File: src/hdl/mram_cmd_pkg.sv
// Constants, opcodes and state types of the serial memory command block.
// Assumes a 250 MHz system clock that oversamples the serial pins.
//
// How it works
// - Chip select low starts; opcode, three address bytes
// - Sample on rising, shift out on falling
// - One command per select; rise ends it
// - Status byte: disable bit7, protect 3:2, latch 1
// - Bits 6,5,4,0 store user values only
// - Every status bit starts at zero
// - Protect field picks none, quarter, half, all
// - Clear latch rejects array and status writes
// - Set latch allows writes outside protected region
// - Disable bit needs protect pin high to write
// - Status read allowed unless asleep, repeats until rise
// - Bit zero never set as busy
// - Set-latch opcode sets the latch
// - Clear-latch opcode clears the latch
// - Latch clears at every power-up
// - Status write ignored unless writable
// - Status survives power cycle except latch
// - Only low 17 address bits decoded
// - Read streams incrementing bytes until rise
// - Write stores incrementing bytes, no page limit
// - Address counter wraps to zero at top
// - Back-to-back writes need no busy wait
// - Sleep turns regulators off, low after delay
package mram_cmd_pkg;

    localparam int ADDR_BITS = 17;
    localparam int ADDR_BYTES = 3;

    localparam logic [7:0] OP_SET_LATCH = 8'h06;
    localparam logic [7:0] OP_CLEAR_LATCH = 8'h04;
    localparam logic [7:0] OP_STATUS_READ = 8'h05;
    localparam logic [7:0] OP_STATUS_WRITE = 8'h01;
    localparam logic [7:0] OP_READ = 8'h03;
    localparam logic [7:0] OP_WRITE = 8'h02;
    localparam logic [7:0] OP_SLEEP = 8'hB9;
    localparam logic [7:0] OP_WAKE = 8'hAB;

    localparam int BIT_STATUS_WRITE_DISABLE = 7;
    localparam int BIT_BLOCK_PROTECT_HI = 3;
    localparam int BIT_BLOCK_PROTECT_LO = 2;
    localparam int BIT_WRITE_ENABLE_LATCH = 1;
    localparam logic [7:0] STATUS_RESET = 8'h00;

    localparam int CLK_MHZ = 250;
    localparam int SLEEP_ENTRY_NS = 3000;
    // Least time, rounded up to whole cycles
    localparam int SLEEP_ENTRY_CYCLES =
        (SLEEP_ENTRY_NS * CLK_MHZ + 999) / 1000;
    localparam int SLEEP_CNT_BITS = $clog2(SLEEP_ENTRY_CYCLES + 1);

    typedef enum logic [2:0] {
        ST_OPCODE, ST_ADDR, ST_READ, ST_WRITE,
        ST_STATUS_RD, ST_STATUS_WR, ST_IGNORE
    } cmd_state_t;

    // Protected region of the array for a given protect field
    function automatic logic addr_blocked(input logic [1:0] bp,
                                          input logic [ADDR_BITS-1:0] a);
        unique case (bp)
            2'h0: addr_blocked = 1'b0;
            2'h1: addr_blocked = &a[ADDR_BITS-1:ADDR_BITS-2];
            2'h2: addr_blocked = a[ADDR_BITS-1];
            2'h3: addr_blocked = 1'b1;
        endcase
    endfunction

endpackage

File: src/hdl/stream_if.sv
// Valid/ready word stream between the command logic and its buffer.
// Assumes both ends run on the same clock.
interface stream_if #(parameter int WIDTH = 8) ();
    logic valid;
    logic ready;
    logic [WIDTH-1:0] data;
    modport src (output valid, output data, input ready);
    modport snk (input valid, input data, output ready);
endinterface

File: src/hdl/word_buffer.sv
// Small FIFO with valid/ready on both sides.
// Assumes a power-of-two depth of at least two.
module word_buffer #(
    parameter int WIDTH = 25,
    parameter int DEPTH = 2
) (
    // Clock and reset
    input wire logic clk,
    input wire logic rstn,
    // Filling and draining sides
    stream_if.snk fill,
    stream_if.src drain
);
    localparam int PW = (DEPTH > 1) ? $clog2(DEPTH) : 1;

    if (DEPTH < 2 || (1 << PW) != DEPTH) begin : g_depth_check
        $error("word_buffer: DEPTH must be a power of two, at least 2");
    end

    typedef struct packed {
        logic [DEPTH-1:0][WIDTH-1:0] mem;
        logic [PW-1:0] rd;
        logic [PW-1:0] wr;
        logic [PW:0] count;
    } buf_state_t;

    buf_state_t r;
    buf_state_t next_r;
    logic push;
    logic pop;

    assign fill.ready = (r.count != (PW+1)'(DEPTH));
    assign drain.valid = (r.count != '0);
    assign drain.data = r.mem[r.rd];
    assign push = fill.valid && fill.ready;
    assign pop = drain.valid && drain.ready;

    always_comb begin
        next_r = r;
        if (push) begin
            next_r.mem[r.wr] = fill.data;
            next_r.wr = r.wr + PW'(1);
        end
        if (pop) begin
            next_r.rd = r.rd + PW'(1);
        end
        if (push && !pop) begin
            next_r.count = r.count + (PW+1)'(1);
        end else if (pop && !push) begin
            next_r.count = r.count - (PW+1)'(1);
        end
    end

    always_ff @(posedge clk or negedge rstn) begin
        if (!rstn) begin
            r <= '0;
        end else begin
            r <= next_r;
        end
    end
endmodule // word_buffer

File: src/hdl/spi_mram_cmd_protect.sv
// Serial memory command decoder with status register and write guard.
// Assumes pins oversampled by clk; array answers reads within 12 cycles.
module spi_mram_cmd_protect
    import mram_cmd_pkg::*;
(
    // Clock and reset
    input wire logic clk,
    input wire logic rstn,
    input wire logic power_cycle,
    // Serial pins
    input wire logic cs_n,
    input wire logic sck,
    input wire logic si,
    input wire logic write_protect_n,
    output logic so,
    output logic so_oe,
    // Array write stream
    output logic mem_wr_valid,
    input wire logic mem_wr_ready,
    output logic [ADDR_BITS-1:0] mem_wr_addr,
    output logic [7:0] mem_wr_data,
    // Array read port
    output logic mem_rd_req,
    output logic [ADDR_BITS-1:0] mem_rd_addr,
    input wire logic mem_rd_valid,
    input wire logic [7:0] mem_rd_data,
    // Status and power
    output logic [7:0] protection_status,
    output logic clock_mode,
    output logic regulators_off,
    output logic standby_low_power
);
    localparam int WW = ADDR_BITS + 8;

    typedef struct packed {
        logic cs_s1;
        logic cs_s2;
        logic cs_s3;
        logic sck_s1;
        logic sck_s2;
        logic sck_s3;
        logic si_s1;
        logic si_s2;
        logic wp_s1;
        logic wp_s2;
        cmd_state_t st;
        logic [2:0] bit_cnt;
        logic [7:0] in_sr;
        logic [1:0] addr_cnt;
        logic [15:0] addr_sh;
        logic is_read;
        logic [ADDR_BITS-1:0] addr;
        logic [7:0] status;
        logic [7:0] rbuf;
        logic [7:0] out_sr;
        logic load_pend;
        logic so;
        logic so_oe;
        logic fetch_wait;
        logic rd_req;
        logic [ADDR_BITS-1:0] rd_addr;
        logic wr_pend;
        logic [WW-1:0] wr_word;
        logic mode;
        logic asleep;
        logic [SLEEP_CNT_BITS-1:0] sleep_cnt;
    } top_state_t;

    top_state_t r;
    top_state_t next_r;

    logic sck_rise;
    logic sck_fall;
    logic cs_low;
    logic cs_fall;
    logic [7:0] byte_in;
    logic [23:0] addr_full;
    logic status_writable;

    stream_if #(.WIDTH(WW)) buf_in ();
    stream_if #(.WIDTH(WW)) buf_out ();

    // Edges found on the second and third stages only
    assign sck_rise = r.sck_s2 && !r.sck_s3;
    assign sck_fall = !r.sck_s2 && r.sck_s3;
    assign cs_low = !r.cs_s2;
    assign cs_fall = !r.cs_s2 && r.cs_s3;
    assign byte_in = {r.in_sr[6:0], r.si_s2};
    assign addr_full = {r.addr_sh, byte_in};
    assign status_writable = r.status[BIT_WRITE_ENABLE_LATCH]
        && (!r.status[BIT_STATUS_WRITE_DISABLE] || r.wp_s2);

    assign buf_in.valid = r.wr_pend;
    assign buf_in.data = r.wr_word;
    assign mem_wr_valid = buf_out.valid;
    assign mem_wr_addr = buf_out.data[WW-1:8];
    assign mem_wr_data = buf_out.data[7:0];
    assign buf_out.ready = mem_wr_ready;

    assign so = r.so;
    assign so_oe = r.so_oe;
    assign mem_rd_req = r.rd_req;
    assign mem_rd_addr = r.rd_addr;
    assign protection_status = r.status;
    assign clock_mode = r.mode;
    assign regulators_off = r.asleep;
    assign standby_low_power = r.asleep
        && (r.sleep_cnt == SLEEP_CNT_BITS'(SLEEP_ENTRY_CYCLES));

    word_buffer #(.WIDTH(WW), .DEPTH(2)) u_buffer (
        .clk(clk),
        .rstn(rstn),
        .fill(buf_in.snk),
        .drain(buf_out.src)
    );

    always_comb begin
        next_r = r;
        next_r.rd_req = 1'b0;
        next_r.cs_s1 = cs_n;
        next_r.cs_s2 = r.cs_s1;
        next_r.cs_s3 = r.cs_s2;
        next_r.sck_s1 = sck;
        next_r.sck_s2 = r.sck_s1;
        next_r.sck_s3 = r.sck_s2;
        next_r.si_s1 = si;
        next_r.si_s2 = r.si_s1;
        next_r.wp_s1 = write_protect_n;
        next_r.wp_s2 = r.wp_s1;

        // Stalled word waits here until the buffer takes it
        if (r.wr_pend && buf_in.ready) begin
            next_r.wr_pend = 1'b0;
        end
        if (r.fetch_wait && mem_rd_valid) begin
            next_r.rbuf = mem_rd_data;
            next_r.fetch_wait = 1'b0;
        end
        if (r.asleep
            && r.sleep_cnt != SLEEP_CNT_BITS'(SLEEP_ENTRY_CYCLES)) begin
            next_r.sleep_cnt = r.sleep_cnt + SLEEP_CNT_BITS'(1);
        end

        if (!cs_low) begin
            // Select high ends any command at once
            next_r.st = ST_OPCODE;
            next_r.bit_cnt = 3'h0;
            next_r.so_oe = 1'b0;
            next_r.load_pend = 1'b0;
        end else begin
            if (cs_fall) begin
                next_r.mode = r.sck_s2;
            end
            if (sck_rise) begin
                // Input taken on rising edges only
                next_r.in_sr = byte_in;
                next_r.bit_cnt = r.bit_cnt + 3'h1;
                if (r.bit_cnt == 3'h7) begin
                    unique case (r.st)
                        ST_OPCODE: begin
                            next_r.st = ST_IGNORE;
                            if (r.asleep) begin
                                if (byte_in == OP_WAKE) begin
                                    next_r.asleep = 1'b0;
                                    next_r.sleep_cnt = '0;
                                end
                            end else begin
                                unique case (byte_in)
                                    OP_SET_LATCH: next_r.status[
                                        BIT_WRITE_ENABLE_LATCH] = 1'b1;
                                    OP_CLEAR_LATCH: next_r.status[
                                        BIT_WRITE_ENABLE_LATCH] = 1'b0;
                                    OP_STATUS_READ: begin
                                        next_r.st = ST_STATUS_RD;
                                        next_r.rbuf = r.status;
                                        next_r.load_pend = 1'b1;
                                    end
                                    OP_STATUS_WRITE:
                                        next_r.st = ST_STATUS_WR;
                                    OP_READ, OP_WRITE: begin
                                        next_r.st = ST_ADDR;
                                        next_r.addr_cnt = 2'h0;
                                        next_r.is_read = (byte_in == OP_READ);
                                    end
                                    OP_SLEEP: begin
                                        next_r.asleep = 1'b1;
                                        next_r.sleep_cnt = '0;
                                    end
                                    default: next_r.st = ST_IGNORE;
                                endcase
                            end
                        end
                        ST_ADDR: begin
                            next_r.addr_sh = addr_full[15:0];
                            next_r.addr_cnt = r.addr_cnt + 2'h1;
                            if (r.addr_cnt == 2'(ADDR_BYTES - 1)) begin
                                // Upper address bits dropped
                                next_r.addr = addr_full[ADDR_BITS-1:0];
                                if (r.is_read) begin
                                    next_r.st = ST_READ;
                                    next_r.rd_req = 1'b1;
                                    next_r.rd_addr =
                                        addr_full[ADDR_BITS-1:0];
                                    next_r.fetch_wait = 1'b1;
                                    next_r.load_pend = 1'b1;
                                end else begin
                                    next_r.st = ST_WRITE;
                                end
                            end
                        end
                        ST_READ: begin
                            next_r.load_pend = 1'b1;
                        end
                        ST_WRITE: begin
                            // Protected bytes vanish, no error shown
                            if (r.status[BIT_WRITE_ENABLE_LATCH]
                                && !addr_blocked(r.status[
                                    BIT_BLOCK_PROTECT_HI:
                                    BIT_BLOCK_PROTECT_LO],
                                    r.addr)) begin
                                next_r.wr_word = {r.addr, byte_in};
                                next_r.wr_pend = 1'b1;
                            end
                            // Natural 17-bit wrap to zero
                            next_r.addr = r.addr + ADDR_BITS'(1);
                        end
                        ST_STATUS_RD: begin
                            next_r.rbuf = r.status;
                            next_r.load_pend = 1'b1;
                        end
                        ST_STATUS_WR: begin
                            // One data byte only; latch kept by opcodes
                            next_r.st = ST_IGNORE;
                            if (status_writable) begin
                                next_r.status = {byte_in[7:2],
                                    r.status[BIT_WRITE_ENABLE_LATCH],
                                    byte_in[0]};
                            end
                        end
                        ST_IGNORE: begin
                            next_r.st = ST_IGNORE;
                        end
                    endcase
                end
            end else if (sck_fall) begin
                // Output changes on falling edges only
                if (r.load_pend) begin
                    next_r.load_pend = 1'b0;
                    next_r.so = r.rbuf[7];
                    next_r.out_sr = {r.rbuf[6:0], 1'b0};
                    next_r.so_oe = 1'b1;
                    if (r.st == ST_READ) begin
                        // Prefetch the next byte while this one shifts
                        next_r.addr = r.addr + ADDR_BITS'(1);
                        next_r.rd_addr = r.addr + ADDR_BITS'(1);
                        next_r.rd_req = 1'b1;
                        next_r.fetch_wait = 1'b1;
                    end
                end else if (r.so_oe) begin
                    next_r.so = r.out_sr[7];
                    next_r.out_sr = {r.out_sr[6:0], 1'b0};
                end
            end
        end

        if (power_cycle) begin
            // Of the status bits only the latch is volatile; sleep ends too
            next_r.status[BIT_WRITE_ENABLE_LATCH] = 1'b0;
            next_r.asleep = 1'b0;
            next_r.sleep_cnt = '0;
        end
    end

    always_ff @(posedge clk or negedge rstn) begin
        if (!rstn) begin
            r <= '0;
            r.cs_s1 <= 1'b1;
            r.cs_s2 <= 1'b1;
            r.cs_s3 <= 1'b1;
            r.st <= ST_OPCODE;
            r.status <= STATUS_RESET;
        end else begin
            r <= next_r;
        end
    end
endmodule // spi_mram_cmd_protect

File: config.mk
export PLATFORM = sky130hd
export DESIGN_NAME = spi_mram_cmd_protect
export DESIGN_NICKNAME = d
export VERILOG_FILES = /design/src/hdl/mram_cmd_pkg.sv /design/src/hdl/stream_if.sv /design/src/hdl/word_buffer.sv /design/src/hdl/spi_mram_cmd_protect.sv
export SDC_FILE = /design/constraint.sdc
export NUM_CORES = 1
export LEC_CHECK = 0
export BUFFER_PORTS_ARGS = -buffer_cell sky130_fd_sc_hd__buf_2
export CAP_MARGIN = 20
export CORE_MARGIN = 10
export CORE_UTILIZATION = 40
export DETAILED_ROUTE_END_ITERATION = 6
export GPL_ROUTABILITY_DRIVEN = 1
export MAX_ROUTING_LAYER = met4
export SLEW_MARGIN = 20
export SYNTH_ARGS = -nofsm -noshare
export SYNTH_HDL_FRONTEND = slang
export SYNTH_SLANG_ARGS = --single-unit
export TNS_END_PERCENT = 5
File: constraint.sdc
create_clock -name clk -period 2.7 [get_ports clk]
set_input_delay 0.135 -clock clk [delete_from_list [all_inputs] [get_ports clk]]
set_output_delay 0.135 -clock clk [all_outputs]
set_load 0.03 [all_outputs]
==> results.yml <==
global_route:
  grt_first_pass_wirelength_mm: 33.0
  grt_antenna_before_repair: 0
  grt_max_degree: 83
  gr-total-overflow: 0
  grt_pass1_vias: 6192
  grt_util_all_layers_pct: 14.5
clocking:
  clk_pin_slew_ns: 0.07
  cts_hold_buffers: 8
  insertion_delay_ns: 0.43
  clockBufferDepth: 2
  cts_tree: "done"
  cts_made_buffers: 17
  cts_setup_buffers: 0
  root_buffer: "clkbuf_16"
  h-tree-depth: 4
  cts.repair.resized: 0
  clock_sinks: 189
placed_design:
  gp_congestion: 0.880
  dp_cells: 1110
  dp_hpwl_mm: 13.8
  io_buffers: 73
critical_path:
  cp_num_buf_inv: 0
  reg2regPathDepth: 5
  end_kind: "flop"
  cp_max_fo: 17
  r2r_slack_ns: 0.27
  cp_slowest_stage_delay_ns: 0.55
  cp_data_arrival_time_ns: 2.79
  cp_cell_sequence: "or2_2, or4_1, nor4_1, mux2_2, a21oi_1"
  rr_startpoint: "r[132]"
  startpoint: "r[132]"
  worst_setup_path_start_kind: "flop"
  slowest_stage: "dfrtp_1"
  crit_required_ns: 3.05
  crit_type: "flop to flop"
  cp_top_family: "simple AND/OR/NAND/NOR gates"
  timing.rr.end: "regulators_off"
logic_synthesis:
  synth_most_common_cell: "dfrtp_1"
  seq_area_frac_synth_pct: 52.6
  syn_nets: 824
  syn-instance-count: 798
  synth_ff_type: "dfrtp_1"
  synth_top_cell_by_area: "dfrtp_1"
  synth_top_area_share_pct: 51.7
  synth_area_mm2: 0.00900
  synth_edf_count: 0
  synthTopCellsByCount: "186 x dfrtp_1, 137 x mux2_2, 65 x nor2_1, 55 x nand2_1, 46 x o21ai_0"
  avgSynthCellArea_um2: 11.3
  synth.distinct_cells: 57
  async_flop_share_pct: 100
  yosys_warnings: 0
  ys_ff_latch: 189
  synthTopCellsByArea: "dfrtp_1 52%, mux2_2 17%, nor2_1 2.7%, o21ai_0 2.6%, a21oi_1 2.3%"
final_layout:
  antenna_cells: 0
  area_growth_pct: 14.2
  register_area_mm2: 0.00473
  nets: 883
  drive_gt1_share_pct: 33.0
  fill_cells: 1992
  final_cells: 1150
  multi_input_area_mm2: 0.00383
floorplanning:
  die_w_um: 170
  initial_utilization_pct: 41.0
  die_h_um: 170
  coreArea_mm2: 0.0220
  fp-row-count: 54
  io_pins: 74
  fp.dieArea_mm2: 0.0289
detailed_routing:
  dr.pass1.iters: 7
  via_per_inst: 5.24
  drc: 1
  antenna_left: 0
  vias: 6029
  drt_iter0_drc: 443
  wl_per_cell_um: 17.2
  drt-total-wl_mm: 19.8
sta:
  report.final.hold_viol_count: 0
  tns_ns: 0
  min_period_over_period_pct: 90.2
  clock.fmax_mhz: 411
  tightest_slew_ns: 0.648
  setup-violations-final: 0
  slew_headroom_pct: 56.8
  fin_skew_ns: 0.00900
  rsz0062_at_grt: "false"
  fin_crit_ns: 2.43
  hold_ws_ns: 0.0621
  drv_slew: 0
power_and_ir_drop:
  power_leakage_nw: 4.98
  total_power_mw: 5.87
  peakVddDrop_mv: 0.373
  p_per_area_mw_per_mm2: 570
run_status:
  violations: "DRC"
  status: "complete, but fails checks"
min_path:
  hold_end: "r[74]"
  hp-start: "mem_rd_data[6]"
  hold_path.class: "primary input to flop"
  hold_depth: 3
run:
  max_cap_violations: 0
[cells in the final DEF, fill, tap and decap left out, drive strengths merged, types with 3 or more instances in the layout]
master | Yosys | final
dfrtp | 186 | 186
mux2 | 137 | 137
buf | 32 | 105
nor2 | 65 | 65
nand2 | 55 | 55
o21ai | 47 | 47
a21oi | 42 | 42
inv | 20 | 25
clkbuf | 42 | 21
xor2 | 14 | 14
mux2i | 12 | 12
xnor2 | 11 | 11
nand3 | 11 | 11
nor4 | 10 | 10
and3 | 9 | 9
ha | 9 | 9
a221oi | 8 | 8
dlygate4sd3 | 0 | 8
nor3 | 8 | 8
nor2b | 6 | 6
nand4 | 6 | 6
o22a | 6 | 6
a32oi | 6 | 6
nand2b | 5 | 5
or4 | 5 | 5
nand4b | 3 | 3
a21o | 3 | 3
and4 | 3 | 3
o31ai | 3 | 3
a2bb2oi | 3 | 3
a31oi | 3 | 3
clkinvlp | 0 | 3
dfstp | 3 | 3
[final cells by class]
type | instances | area share, %
multi-input cells | 515 | 37.2
clock buffers | 20 | 4.25
inverters | 20 | 0.730
well taps | 280 | 3.41
clock inverters | 12 | 1.33
flip-flops and latches | 189 | 46.0
repair buffers | 114 | 7.07
[power by group]
part	leakage (nW)	switching, mW	internal (mW)	total, mW
clock network	0.272	1.10	1.38	2.48
logic	2.10	0.279	0.165	0.445
registers	2.60	0.0621	2.88	2.95
total	4.98	1.44	4.43	5.87
[sequential cells by signal, summed over array words and instances, names as in the netlist]
signal / cells
mem_rd_addr: 17
so_oe: 1
next_r: 6
r: 56
mem_rd_req: 1
u_buffer.r: 54
buf_in.valid: 1
clock_mode: 1
buf_in.data: 25
addr_full: 17
regulators_off: 1
so: 1
protection_status: 8
[worst register-to-register path, cell delays in order, from the launching register on]
cell     delay, ns
dfrtp_1       0.55
or2_2         0.39
or4_1         0.47
nor4_1        0.43
mux2_2        0.38
a21oi_1       0.13
[worst max path at each step]
stage / endpoint / slack, ns / depth (start not counted)
floorplan: regulators_off / 0.41 / 7
global placement: r[6] / 0.30 / 5
detailed placement: r[9] / 0.24 / 5
CTS: r[5] / 0.24 / 5
global route: r[6] / 0.05 / 5
finish: regulators_off / 0.27 / 5
[metrics by stage]
stage / utilization, % / area, um^2 / worst slack [ns]
after floorplan: - / 9000 / 0.406
after global placement: 43.9 / 9630 / 0.305
after detailed placement: 43.9 / 9630 / 0.236
after CTS: 46.8 / 10300 / 0.245
after global routing: 46.8 / 10300 / 0.0521
final: 46.8 / 10300 / 0.266
[cell families (layout without fill, tap and decap cells)]
kind of cell               after synthesis  after routing  share of synthesized area, %
AOI/OAI and AO/OA                      138            138                          9.59
adders and majority gates                9              9                          1.25
DFF                                    189            189                          52.6
muxes                                  149            149                          18.5
and+or+nand+nor                        194            194                          10.6
buffers and inverters                   94            166                          5.06
xor gates and xnor gates                25             25                          2.43
[routing by layer]
layer	track usage [%]	part of all wire [%]	routed length, um
met4	3.89	1.2	232
met5	-	0	0
met1	18.6	47	9350
met2	22.7	47	9310
met3	3.35	4.3	857
No activity file was read; power rests on OpenSTA's default activity.
